## config.mk

```make
export PLATFORM = sky130hd
export DESIGN_NAME = fdsl_top
export DESIGN_NICKNAME = d
export VERILOG_FILES = /design/src/shared/fdsl_pkg.sv /design/src/core/fdsl_top.sv /design/src/core/fdsl_fm_writer.sv
export VERILOG_INCLUDE_DIRS = /design/src /design/src/shared
export SDC_FILE = /design/constraint.sdc
export NUM_CORES = 1
export LEC_CHECK = 0
export BUFFER_PORTS_ARGS = -buffer_cell sky130_fd_sc_hd__buf_2
export CORE_MARGIN = 3
export CORE_UTILIZATION = 35
export CTS_BUF_LIST = sky130_fd_sc_hd__clkbuf_4 sky130_fd_sc_hd__clkbuf_8 sky130_fd_sc_hd__clkbuf_16
export DETAILED_ROUTE_END_ITERATION = 10
export SYNTH_ARGS = -nofsm -noshare
export SYNTH_HDL_FRONTEND = slang
export SYNTH_SLANG_ARGS = --single-unit
```

## constraint.sdc

```tcl
create_clock -name CORE_CLK -period 4.8 [get_ports CORE_CLK]
set_input_delay 0.48 -clock CORE_CLK [delete_from_list [all_inputs] [get_ports CORE_CLK]]
set_output_delay 0.48 -clock CORE_CLK [all_outputs]
set_load 0.01 [all_outputs]
```

## src/shared/fdsl_regs.svh

```systemverilog
// Constants for the floppy drive support logic: divider widths, separator
// counts, ready counter layout and the spindle timing figures.
// Assumes a 4 MHz board clock arriving as a pin and a 15.625 kHz slow tick.
`ifndef FDSL_REGS_SVH
`define FDSL_REGS_SVH

`define FDSL_SYNC_W        5
`define FDSL_SYNC_B4M      0
`define FDSL_SYNC_HOME     1
`define FDSL_SYNC_REV      2
`define FDSL_SYNC_RAW      3
`define FDSL_SYNC_WLOCK    4

`define FDSL_DIV_W         8
`define FDSL_DIV_LAST      8'hFF

`define FDSL_SEP_W         5
`define FDSL_SEP_DIV4_BIT  1
`define FDSL_SEP_DIV16_BIT 3
`define FDSL_SEP_END       5'h14
`define FDSL_SEP_ZERO      5'h00

`define FDSL_RDY_W         14
`define FDSL_RDY_BIT       12
`define FDSL_RDY_RST       14'h1000
`define FDSL_RDY_ZERO      14'h0000

`define FDSL_TICK_US       64
`define FDSL_SPIN_UP_MS    250
`define FDSL_IDLE_MS       2000
`define FDSL_US_PER_MS     1000
`define FDSL_TMR_W         16

`define FDSL_CELL_LAST     3'h7
`define FDSL_CELL_DATA     3'h4
`define FDSL_BIT_LAST      3'h7
`define FDSL_STEP_W        2
`define FDSL_STEP_LAST     2'h3

`endif

```

## src/shared/fdsl_pkg.sv

```systemverilog
// Types shared by the floppy drive support logic modules.
// Assumes nothing beyond a SystemVerilog compiler.
`default_nettype none

package fdsl_pkg;

    typedef enum logic [0:0] {
        WR_IDLE  = 1'b0,
        WR_SHIFT = 1'b1
    } fdsl_wr_e;

    typedef enum logic [1:0] {
        ST_IDLE  = 2'b00,
        ST_LOW1  = 2'b01,
        ST_GAP   = 2'b10,
        ST_LOW2  = 2'b11
    } fdsl_step_e;

endpackage : fdsl_pkg

`default_nettype wire

```

## src/core/fdsl_top.sv

```systemverilog
// Floppy drive support logic: clock division, data separator, drive ready
// generator, spindle timing, step pulses, write serialiser and drive pins.
// Assumes the 4 MHz board clock and all drive inputs arrive asynchronously.
//
// How it works
// - Divide 4 MHz by two for the controller, and by 256 for the ready tick.
// - Separator counter at 2 MHz raises the window once, 5 us after the last read pulse.
// - Every raw read pulse clears separator counters, holding the window low.
// - A zero data bit sends no pulse, so the window rises 5 us later.
// - Window held until next pulse's falling edge; suppressed after the stream ends.
// - Ready counter of 14 stages on the slow tick; bit twelve high at 4096.
// - Each index pulse from a selected drive clears the ready counter.
// - Index before 4096 clocks counter bit twelve, still low, into that drive's ready flop.
// - Ready holds while index stays timely; deselection sets the flop, not ready.
// - Signals between board and drives are active low unless said otherwise.
// - Each select line directly picks one of at most two drives.
// - Motor runs on a motor request with a select; transfers wait 250 ms after motor start.
// - Motor stops after 2 s or more without a data transfer.
// - Direction low steps toward centre, high steps toward the edge.
// - Each step request gives one negative double pulse, moving one track.
// - Write gate low enables writing; high enables reading.
// - Bytes are serialised with clock pulses, inverted, onto the write line.
// - Surface pick high selects the left surface, low the right one.
`include "fdsl_regs.svh"
`default_nettype none

module fdsl_top #(
    parameter int TICK_US      = `FDSL_TICK_US,
    parameter int SPIN_UP_TICKS = (`FDSL_SPIN_UP_MS * `FDSL_US_PER_MS + TICK_US - 1) / TICK_US,
    parameter int IDLE_TICKS    = (`FDSL_IDLE_MS * `FDSL_US_PER_MS + TICK_US - 1) / TICK_US
) (
    input  wire logic       CORE_CLK,
    input  wire logic       NRST,
    input  wire logic       CORE_CE,
    input  wire logic       BOARD_4M,
    output logic            CTRL_CLK_2M,
    input  wire logic [1:0] CTRL_SEL,
    input  wire logic       CTRL_MOTOR_REQ,
    input  wire logic       CTRL_XFER_ACTIVE,
    output logic            CTRL_XFER_OK,
    input  wire logic       CTRL_TOWARD_CENTRE,
    input  wire logic       CTRL_STEP_REQ,
    input  wire logic       CTRL_WRITE_REQ,
    input  wire logic       CTRL_SURFACE_LEFT,
    input  wire logic [7:0] CTRL_WR_BYTE,
    input  wire logic       CTRL_WR_VALID,
    output logic            CTRL_WR_READY,
    output logic            BIT_WINDOW_PULSE,
    output logic            DRIVE_A_OK_N,
    output logic            DRIVE_B_OK_N,
    output logic            CTRL_HOME_TRACK_N,
    output logic            CTRL_REVOLUTION_MARK_N,
    output logic            CTRL_RAW_READ_N,
    output logic            CTRL_WRITE_LOCKED_N,
    output logic            DRIVE_PICK_A_N,
    output logic            DRIVE_PICK_B_N,
    output logic            SPINDLE_RUN_N,
    output logic            HEAD_TOWARD_CENTRE,
    output logic            HEAD_TRACK_PULSE_N,
    output logic            WRITE_GATE_N,
    output logic            SERIAL_WRITE_LINE_N,
    output logic            SURFACE_PICK,
    input  wire logic       HOME_TRACK_N,
    input  wire logic       REVOLUTION_MARK_N,
    input  wire logic       RAW_READ_LINE_N,
    input  wire logic       WRITE_LOCKED_N
);

    // ------------------------------------------------------------------
    // Input synchronisers
    // ------------------------------------------------------------------
    logic [`FDSL_SYNC_W-1:0] meta_q;
    logic [`FDSL_SYNC_W-1:0] sync_q;
    logic [`FDSL_SYNC_W-1:0] last_q;

    wire [`FDSL_SYNC_W-1:0] async_in = {WRITE_LOCKED_N, RAW_READ_LINE_N, REVOLUTION_MARK_N,
                                        HOME_TRACK_N, BOARD_4M};

    always_ff @(posedge CORE_CLK) begin
        if (!NRST) begin
            meta_q <= {`FDSL_SYNC_W{1'b1}};
            sync_q <= {`FDSL_SYNC_W{1'b1}};
            last_q <= {`FDSL_SYNC_W{1'b1}};
        end else if (CORE_CE) begin
            meta_q <= async_in;
            sync_q <= meta_q;
            last_q <= sync_q;
        end
    end

    wire b4_rise   = CORE_CE && sync_q[`FDSL_SYNC_B4M] && !last_q[`FDSL_SYNC_B4M];
    wire index_hit = CORE_CE && !sync_q[`FDSL_SYNC_REV] && last_q[`FDSL_SYNC_REV];
    wire raw_fall  = CORE_CE && !sync_q[`FDSL_SYNC_RAW] && last_q[`FDSL_SYNC_RAW];

    // ------------------------------------------------------------------
    // Clock division
    // ------------------------------------------------------------------
    logic                  half_q;
    logic [`FDSL_DIV_W-1:0] div_q;

    wire sep_tick  = b4_rise && half_q;
    wire slow_tick = b4_rise && (div_q == `FDSL_DIV_LAST);

    always_ff @(posedge CORE_CLK) begin
        if (!NRST) begin
            half_q <= 1'b0;
            div_q  <= {`FDSL_DIV_W{1'b0}};
        end else if (b4_rise) begin
            half_q <= !half_q;
            div_q  <= div_q + {{(`FDSL_DIV_W-1){1'b0}}, 1'b1};
        end
    end

    assign CTRL_CLK_2M = half_q;

    // ------------------------------------------------------------------
    // Data separator
    // ------------------------------------------------------------------
    logic [`FDSL_SEP_W-1:0] sep_q;
    logic                   stream_q;
    logic                   window_q;

    wire sep_hit  = sep_q[`FDSL_SEP_DIV4_BIT] && sep_q[`FDSL_SEP_DIV16_BIT];
    wire sep_done = (sep_q == `FDSL_SEP_END);

    always_ff @(posedge CORE_CLK) begin
        if (!NRST) begin
            sep_q    <= `FDSL_SEP_ZERO;
            stream_q <= 1'b0;
            window_q <= 1'b0;
        end else if (CORE_CE) begin
            if (raw_fall) begin
                sep_q    <= `FDSL_SEP_ZERO;
                stream_q <= 1'b1;
                window_q <= 1'b0;
            end else if (sep_tick && !sep_done) begin
                sep_q <= sep_q + {{(`FDSL_SEP_W-1){1'b0}}, 1'b1};
            end
            if (!raw_fall && sep_hit && stream_q) begin
                window_q <= 1'b1;
            end
            if (!raw_fall && sep_done) begin
                stream_q <= 1'b0;
                window_q <= 1'b0;
            end
        end
    end

    assign BIT_WINDOW_PULSE = window_q;

    // ------------------------------------------------------------------
    // Drive ready generator
    // ------------------------------------------------------------------
    logic [`FDSL_RDY_W-1:0] rdy_cnt_q;
    logic [1:0]             ok_n_q;

    wire counter_bit_twelve = rdy_cnt_q[`FDSL_RDY_BIT];
    wire any_sel            = CTRL_SEL[0] || CTRL_SEL[1];

    always_ff @(posedge CORE_CLK) begin
        if (!NRST) begin
            rdy_cnt_q <= `FDSL_RDY_RST;
        end else if (CORE_CE) begin
            if (index_hit && any_sel) begin
                rdy_cnt_q <= `FDSL_RDY_ZERO;
            end else if (slow_tick && !counter_bit_twelve) begin
                rdy_cnt_q <= rdy_cnt_q + {{(`FDSL_RDY_W-1){1'b0}}, 1'b1};
            end
        end
    end

    // One ready flop per drive; the count stops once bit twelve is high so
    // a wrap can never fake a timely index.
    genvar gi;
    generate
        for (gi = 0; gi < 2; gi++) begin : g_ready
            always_ff @(posedge CORE_CLK) begin
                if (!NRST) begin
                    ok_n_q[gi] <= 1'b1;
                end else if (CORE_CE) begin
                    if (!CTRL_SEL[gi]) begin
                        ok_n_q[gi] <= 1'b1;
                    end else if (index_hit) begin
                        ok_n_q[gi] <= counter_bit_twelve;
                    end
                end
            end
        end
    endgenerate

    assign DRIVE_A_OK_N = ok_n_q[0];
    assign DRIVE_B_OK_N = ok_n_q[1];

    // ------------------------------------------------------------------
    // Spindle timing
    // ------------------------------------------------------------------
    logic [`FDSL_TMR_W-1:0] spin_q;
    logic [`FDSL_TMR_W-1:0] idle_q;
    logic                   run_q;
    logic                   motor_req_q;

    wire motor_start = CTRL_MOTOR_REQ && !motor_req_q;
    wire spun_up     = (spin_q == SPIN_UP_TICKS[`FDSL_TMR_W-1:0]);
    wire idle_out    = (idle_q == IDLE_TICKS[`FDSL_TMR_W-1:0]);

    always_ff @(posedge CORE_CLK) begin
        if (!NRST) begin
            run_q       <= 1'b0;
            motor_req_q <= 1'b0;
            spin_q      <= {`FDSL_TMR_W{1'b0}};
            idle_q      <= {`FDSL_TMR_W{1'b0}};
        end else if (CORE_CE) begin
            motor_req_q <= CTRL_MOTOR_REQ;
            if (!CTRL_MOTOR_REQ || !any_sel || idle_out) begin
                run_q <= 1'b0;
            end else if (motor_start || CTRL_XFER_ACTIVE) begin
                run_q <= 1'b1;
            end
            if (!run_q) begin
                spin_q <= {`FDSL_TMR_W{1'b0}};
            end else if (slow_tick && !spun_up) begin
                spin_q <= spin_q + {{(`FDSL_TMR_W-1){1'b0}}, 1'b1};
            end
            if (!run_q || CTRL_XFER_ACTIVE) begin
                idle_q <= {`FDSL_TMR_W{1'b0}};
            end else if (slow_tick && !idle_out) begin
                idle_q <= idle_q + {{(`FDSL_TMR_W-1){1'b0}}, 1'b1};
            end
        end
    end

    wire xfer_ok = run_q && spun_up;
    assign CTRL_XFER_OK = xfer_ok;

    // ------------------------------------------------------------------
    // Step double pulse
    // ------------------------------------------------------------------
    fdsl_pkg::fdsl_step_e   step_q;
    logic [`FDSL_STEP_W-1:0] step_cnt_q;

    wire step_slot = sep_tick && (step_cnt_q == `FDSL_STEP_LAST);

    always_ff @(posedge CORE_CLK) begin
        if (!NRST) begin
            step_q     <= fdsl_pkg::ST_IDLE;
            step_cnt_q <= {`FDSL_STEP_W{1'b0}};
        end else if (CORE_CE) begin
            if (sep_tick) begin
                step_cnt_q <= step_cnt_q + {{(`FDSL_STEP_W-1){1'b0}}, 1'b1};
            end
            case (step_q)
                fdsl_pkg::ST_IDLE: begin
                    if (CTRL_STEP_REQ) begin
                        step_q     <= fdsl_pkg::ST_LOW1;
                        step_cnt_q <= {`FDSL_STEP_W{1'b0}};
                    end
                end
                fdsl_pkg::ST_LOW1: begin
                    if (step_slot) step_q <= fdsl_pkg::ST_GAP;
                end
                fdsl_pkg::ST_GAP: begin
                    if (step_slot) step_q <= fdsl_pkg::ST_LOW2;
                end
                fdsl_pkg::ST_LOW2: begin
                    if (step_slot) step_q <= fdsl_pkg::ST_IDLE;
                end
                default: step_q <= fdsl_pkg::ST_IDLE;
            endcase
        end
    end

    wire step_low = (step_q == fdsl_pkg::ST_LOW1) || (step_q == fdsl_pkg::ST_LOW2);

    // ------------------------------------------------------------------
    // Write serialiser
    // ------------------------------------------------------------------
    wire write_on = CTRL_WRITE_REQ && xfer_ok && sync_q[`FDSL_SYNC_WLOCK];
    logic ser_line_n;

    fdsl_fm_writer u_writer (
        .clk        (CORE_CLK),
        .rst_n      (NRST),
        .ce         (CORE_CE),
        .tick       (sep_tick),
        .enable     (write_on),
        .byte_in    (CTRL_WR_BYTE),
        .byte_valid (CTRL_WR_VALID),
        .byte_ready (CTRL_WR_READY),
        .line_n     (ser_line_n)
    );

    // ------------------------------------------------------------------
    // Drive-side and controller-side pins
    // ------------------------------------------------------------------
    logic [1:0] pick_n_q;
    logic       dir_q;
    logic       step_n_q;
    logic       gate_n_q;
    logic       surf_q;

    always_ff @(posedge CORE_CLK) begin
        if (!NRST) begin
            pick_n_q <= 2'h3;
            dir_q    <= 1'b1;
            step_n_q <= 1'b1;
            gate_n_q <= 1'b1;
            surf_q   <= 1'b1;
        end else if (CORE_CE) begin
            pick_n_q <= ~CTRL_SEL;
            dir_q    <= !CTRL_TOWARD_CENTRE;
            step_n_q <= !step_low;
            gate_n_q <= !write_on;
            surf_q   <= CTRL_SURFACE_LEFT;
        end
    end

    // Active-low levels toward the drives; the active-low drive inputs are
    // passed on to the controller after synchronising.
    assign DRIVE_PICK_A_N         = pick_n_q[0];
    assign DRIVE_PICK_B_N         = pick_n_q[1];
    assign SPINDLE_RUN_N          = !run_q;
    assign HEAD_TOWARD_CENTRE     = dir_q;
    assign HEAD_TRACK_PULSE_N     = step_n_q;
    assign WRITE_GATE_N           = gate_n_q;
    assign SERIAL_WRITE_LINE_N    = ser_line_n;
    assign SURFACE_PICK           = surf_q;
    assign CTRL_HOME_TRACK_N      = sync_q[`FDSL_SYNC_HOME];
    assign CTRL_REVOLUTION_MARK_N = sync_q[`FDSL_SYNC_REV];
    assign CTRL_RAW_READ_N        = sync_q[`FDSL_SYNC_RAW];
    assign CTRL_WRITE_LOCKED_N    = sync_q[`FDSL_SYNC_WLOCK];

endmodule : fdsl_top

`default_nettype wire

```

## src/core/fdsl_fm_writer.sv

```systemverilog
// Write serialiser: turns one byte into clock and data cells on the write line.
// Assumes tick is a one-cycle 2 MHz enable from the same clock domain.
`include "fdsl_regs.svh"
`default_nettype none

module fdsl_fm_writer (
    input  wire logic       clk,
    input  wire logic       rst_n,
    input  wire logic       ce,
    input  wire logic       tick,
    input  wire logic       enable,
    input  wire logic [7:0] byte_in,
    input  wire logic       byte_valid,
    output logic            byte_ready,
    output logic            line_n
);

    fdsl_pkg::fdsl_wr_e state_q;
    logic [7:0]         shreg_q;
    logic [2:0]         phase_q;
    logic [2:0]         bitn_q;
    logic               line_q;

    wire take      = ce && enable && byte_valid && (state_q == fdsl_pkg::WR_IDLE);
    wire cell_end  = tick && (phase_q == `FDSL_CELL_LAST);
    wire byte_end  = cell_end && (bitn_q == `FDSL_BIT_LAST);
    // A clock pulse opens every cell; a data pulse sits mid-cell for a one.
    wire pulse_now = (phase_q == 3'h0) || ((phase_q == `FDSL_CELL_DATA) && shreg_q[7]);

    assign byte_ready = enable && (state_q == fdsl_pkg::WR_IDLE);
    assign line_n     = line_q;

    always_ff @(posedge clk) begin
        if (!rst_n) begin
            state_q <= fdsl_pkg::WR_IDLE;
            shreg_q <= 8'h00;
            phase_q <= 3'h0;
            bitn_q  <= 3'h0;
            line_q  <= 1'b1;
        end else if (ce) begin
            if (take) begin
                state_q <= fdsl_pkg::WR_SHIFT;
                shreg_q <= byte_in;
                phase_q <= 3'h0;
                bitn_q  <= 3'h0;
            end else if (state_q == fdsl_pkg::WR_SHIFT && tick) begin
                phase_q <= phase_q + 3'h1;
                if (cell_end) begin
                    shreg_q <= {shreg_q[6:0], 1'b0};
                    bitn_q  <= bitn_q + 3'h1;
                end
                if (byte_end || !enable) begin
                    state_q <= fdsl_pkg::WR_IDLE;
                end
            end
            // The line is sent inverted: a pulse drives it low.
            line_q <= !((state_q == fdsl_pkg::WR_SHIFT) && enable && pulse_now);
        end
    end

endmodule : fdsl_fm_writer

`default_nettype wire

```

[After elaboration in Yosys (flattened, before gate mapping)]
Index checks and enable logic that the tools add are counted.
Cells by class
  equality and inequality tests: 18
  reduce and logical (&&, ||, !) cells: 81
  muxes and demuxes: 37
  bitwise operators: 2
  add/subtract/negate cells: 8
Operators by type and width (number)
  $mux W16: 4
  $add A16 B1 Y16 const B: 2
  $logic_and A1 B1 Y1: 32
  $mux W14: 2
  $mux W8: 3
  $reduce_and A2 Y1: 10
  $logic_not A1 Y1: 17
  $eq A16 B12 Y1 const B: 1
  $eq A16 B15 Y1 const B: 1
  $reduce_bool A2 Y1: 8
  $mux W3: 5
  $add A14 B1 Y14 const B: 1
  $mux W2: 7
  $mux W1: 13
  $mux W5: 2
  $eq A3 B3 Y1 const B: 3
  $add A8 B1 Y8 const B: 1
  $eq A8 B8 Y1 const B: 1
  $logic_or A1 B1 Y1: 8
  $ne A2 B2 Y1 const B: 4
  $pmux W2 S4: 1
  $add A3 B1 Y3 const B: 2
  $eq A2 B2 Y1 const B: 3
  $ne A2 B1 Y1 const B: 3
  11 further kinds: 12
Word-level totals
  output and inout bits: 18
  bits of input ports: 25
  register bits after elaboration: 106
  logic and storage cells: 173

[Longest topological paths before layout]
  depth after elaboration: 9
  depth in mapped cells: 8
  gate-level depth less buffers: 7

[By module]
Synthesis repeated with hierarchy kept, for this count alone.
Unflattened totals
  cells, all modules: 598
  area total of the unflattened synthesis: 5098.6 µm²
Modules (own cells, without submodules)
  fdsl_top: cells an instance 509, times used 1, sequential area each 1761.7 µm², area each 4327.9 µm²
  fdsl_fm_writer: cells an instance 89, times used 1, sequential area each 320.3 µm², area each 770.7 µm²

[Least setup slack after synthesis]
OpenSTA, ideal clock, no wires.
  path type: register -> output
  from: reg spin_q[0]
  to: out CTRL_WR_READY
  slack: 2.914 ns
  stages on the path, launching flop included: 7
  required time: 4.320 ns
  path buffers: 0
  arrival: 1.406 ns
  path through: dfxtp_1 > ha_1 > nor4bb_1 > nand4_1 > inv_1 > nand3_1 > nor2_1
Between the ends
  word-level cells in the longest chain between the ends: 5
Ends and longest elaborated chain
  start: declaration: RTL line fdsl_top.sv:197  | logic [`FDSL_TMR_W-1:0] spin_q;
  start signal: assignment: RTL line fdsl_top.sv:210  | spin_q <= {`FDSL_TMR_W{1'b0}};
  start signal: assignment: RTL line fdsl_top.sv:220  | spin_q <= {`FDSL_TMR_W{1'b0}};
  start signal: assignment: RTL line fdsl_top.sv:222  | spin_q <= spin_q + {{(`FDSL_TMR_W-1){1'b0}}, 1'b1};
  $eq A16 B12 Y1: RTL line fdsl_top.sv:203  | wire spun_up = (spin_q == SPIN_UP_TICKS[`FDSL_TMR_W-1:0]);
  $logic_and A1 B1 Y1: RTL line fdsl_top.sv:232  | wire xfer_ok = run_q && spun_up;
  named net CTRL_XFER_OK: RTL line fdsl_top.sv:40  | output logic CTRL_XFER_OK,
  $logic_and A1 B1 Y1 (2 in series): RTL line fdsl_top.sv:277  | wire write_on = CTRL_WRITE_REQ && xfer_ok && sync_q[`FDSL_SYNC_WLOCK];
  $logic_and A1 B1 Y1: RTL line fdsl_fm_writer.sv:30  | assign byte_ready = enable && (state_q == fdsl_pkg::WR_IDLE);
  end: declaration: RTL line fdsl_top.sv:47  | output logic CTRL_WR_READY,
The timed path passes the listed nets, and every way through them passes these cells.

[Worst setup path after layout]
  from: in CORE_CE
  to: reg idle_q[5]
Between the ends
  word-level cells in the longest chain between the ends: 6
Ends and longest elaborated chain
  start: declaration: RTL line fdsl_top.sv:34  | input wire logic CORE_CE,
  $logic_and A1 B1 Y1 (2 in series): RTL line fdsl_top.sv:91  | wire b4_rise = CORE_CE && sync_q[`FDSL_SYNC_B4M] && !last_q[`FDSL_SYNC_B4M];
  $logic_and A1 B1 Y1: RTL line fdsl_top.sv:102  | wire slow_tick = b4_rise && (div_q == `FDSL_DIV_LAST);
  $logic_and A1 B1 Y1: RTL line fdsl_top.sv:226  | end else if (slow_tick && !idle_out) begin
  $reduce_bool A2 Y1 (no source line)
  $reduce_and A2 Y1 (no source line) (*)
  end signal: assignment: RTL line fdsl_top.sv:211  | idle_q <= {`FDSL_TMR_W{1'b0}};
  end signal: assignment: RTL line fdsl_top.sv:225  | idle_q <= {`FDSL_TMR_W{1'b0}};
  end signal: assignment: RTL line fdsl_top.sv:227  | idle_q <= idle_q + {{(`FDSL_TMR_W-1){1'b0}}, 1'b1};
  end: declaration: RTL line fdsl_top.sv:198  | logic [`FDSL_TMR_W-1:0] idle_q;
Mark *: on every way between the ends. The rest lies on a longest branch, timed or not.
A chain may end at the register's enable or synchronous reset.

==> impl_metrics.tcl <==
set metrics [dict create \
    grt_pass1_vias 3819 \
    htreeDepth 3 \
    syn_area_sq_mm 0.004786 \
    grt_pass1_wl_mm 17.63 \
    fin_cells 753 \
    fin_hold_ws_ps 353.6 \
    synth.distinct_cells 52 \
    syn_inst 539 \
    crit_path_end_kind "flip-flop" \
    grt_max_degree 42 \
    start_util_pct 36.00 \
    drv_slew 0 \
    dpl_cell_area_sq_mm 0.005151 \
    drive_gt1_share_pct 11.61 \
    diodes 0 \
    fmax_mhz 381.9 \
    setup_viol 0 \
    antenna_found_initial 0 \
    cts_resized 0 \
    wl_per_cell_microns 13.86 \
    hold_path_class "primary input to flip-flop" \
    avgSynthCellArea_sq_um 8.879 \
    status "finished clean" \
    nFillCells 1352 \
    totalWireLength_mm 10.44 \
    yosysTopAreaCellShare_pct 43.50 \
    clock_path_buffers 2 \
    yosys-top-cells-area "dfxtp_1, ha_1, nand2_1" \
    core_sq_mm 0.01330 \
    cts_buffers 9 \
    finalInstanceArea_sq_mm 0.005465 \
    fp.dieW_microns 122.9 \
    via_per_inst 5.234 \
    setup-tns-final_ps 0 \
    max_slew_margin_pct 28.71 \
    cp.arrival_ps 2880 \
    synth_nets 582 \
    power_density_mw_per_mm2 319.8 \
    grt_util_all_layers_pct 14.35 \
    ant_nets 0 \
    dr.pass1.iters 4 \
    cts_tree "yes" \
    cts_hold_buf 0 \
    io_buffer_count 42 \
    num-nets-final 617 \
    yosysSeqAreaShare_pct 43.50 \
    synth_edf_count 0 \
    yosysWarningCount 0 \
    row_count 42 \
    crit_type "primary input to flip-flop" \
    drv_cap 0 \
    synth_top_cell_by_area "dfxtp_1" \
    path_max_fanout 41 \
    cts.sinks 104 \
    min_period_ps 2619 \
    synth_seq_cells 104 \
    synth_ff_type "dfxtp_1" \
    fp.dieArea_sq_mm 0.01511 \
    dpl.cell_count 739 \
    syn_to_final_growth_pct 14.20 \
    finClkSkew_ps 4.513 \
    drc 0 \
    io_pins 43 \
    num_vias 3941 \
    die_h_microns 122.9 \
    hold_violations 0 \
    rsz0062_at_grt "false" \
    cts-root-buf "clkbuf_16" \
    clock_latency_ps 340 \
    grt_overflow_total 0 \
    worstPathRequired_ps 5060 \
    ir_worst_vdd_mv 0.1736 \
    period_share_pct 54.55 \
    crit_path_start_kind "primary input" \
    postCtsSetupRepairBufs 0 \
    worst_pin_slew_ps 1061 \
    dp_hpwl_mm 7.419 \
    leakage_nw 1.961 \
    async_flop_share_pct 0 \
    gp_congestion 0.7980 \
    first_iter_violations 222 \
    cts.clk_slew.worst_paths_ps 70 \
]
cells in the mapped netlist, drive strengths merged, types with 13 or more instances:
cell and number:
clkbuf 13, o21ai 26, nand2 58, dfxtp 104, xnor2 23, xor2 15, ha 18, inv 15
nor2 55, a21oi 26, or3 13, nand3 22, mux2i 18
registers in the layout, summed over array words and instances, names as in the netlist, 2 cells and up:
name	count
idle_q	16
spin_q	16
rdy_cnt_q	13
div_q	8
u_writer.shreg_q	8
meta_q	5
sep_q	5
sync_q	5
last_q	3
u_writer.bitn_q	3
u_writer.phase_q	3
pick_n_q	2
step_cnt_q	2
step_q	2
area by class of cell:
| class | instances | area [sq um] | area share, % |
|---|---|---|---|
| clock buffers | 11 | 246.5 | 4.510 |
| clock inverters | 3 | 67.56 | 1.236 |
| inverters | 15 | 56.30 | 1.030 |
| multi-input cells | 399 | 2560 | 46.84 |
| flip-flops and latches | 104 | 2082 | 38.10 |
| well taps | 176 | 220.2 | 4.029 |
| repair buffers | 45 | 232.7 | 4.258 |
cell usage in the layout (no fill, tap or decap), types with 2 or more instances in the layout:
master / instances
o211ai_1: 4
a21oi_1: 26
a22oi_1: 8
and4_1: 4
bufinv_16: 2
o21ai_0: 26
nor3_1: 11
nor3b_1: 4
xor2_1: 15
buf_4: 3
xnor2_1: 23
a31o_2: 2
o31ai_1: 6
nor4_1: 4
nor2_1: 55
nand4b_1: 4
nand2b_1: 4
inv_1: 15
and3_1: 4
o2111ai_1: 4
and4b_1: 2
nand3_1: 21
or3_1: 13
nor4_2: 2
clkbuf_16: 9
a21boi_0: 11
nor2b_1: 6
mux2i_1: 18
nor4b_1: 5
ha_1: 18
nand2_1: 58
and2_1: 9
dfxtp_1: 104
nand4_1: 10
buf_2: 42
or4_1: 6
stage by stage:
step,utilization (%),setup WS (ps),total power (W)
after CTS,41.11,2211,0.001770
after detailed placement,38.74,1859,0.0009921
after global routing,41.11,1916,0.001812
after floorplan,-,2914,0.0009578
after global placement,38.74,1955,0.0009887
final,41.11,2181,0.001748
final timing paths:
kind,from,end,slack [ps],cells past startpoint
min,CTRL_SURFACE_LEFT,SURFACE_PICK,350,3
max,CORE_CE,idle_q[5],2180,6
min reg2reg,pick_n_q[0],pick_n_q[0],470,2
max reg2reg,spin_q[0],u_writer.bitn_q[2],2310,6
where the power goes:
group          internal (W)  total (W)  switching, W
Combinational     0.0000340  0.0000887     0.0000547
Clock              0.000471   0.000777      0.000306
Sequential         0.000874   0.000882    0.00000844
Total               0.00138    0.00175      0.000369
critical path, cell delays in order:
cell and delay, ps:
buf_2 690, nand3b_4 310, nor3_2 320, a21oi_1 310
or4_1 580, a21oi_1 160
cells by family after synthesis:
kind of cell	count (synthesis)	synth area share (%)
adders and majority gates	18	4.706
xor gates and xnor gates	38	6.954
DFF	104	43.50
muxes	18	3.765
buffers and inverters	36	3.006
and+or+nand+nor	229	25.44
AOI/OAI and AO/OA	96	12.63
metal layers:
| layer | wire length, microns | vias up | track usage (%) |
|---|---|---|---|
| met5 | 0 | - | 0 |
| met4 | 145 | 0 | 4.409 |
| met3 | 369 | 14 | 3.111 |
| met2 | 4939 | 66 | 24.87 |
| met1 | 4986 | 1883 | 17.83 |
| li1 | - | 1978 | - |
Note: power is estimated with default switching activity, not from simulation.
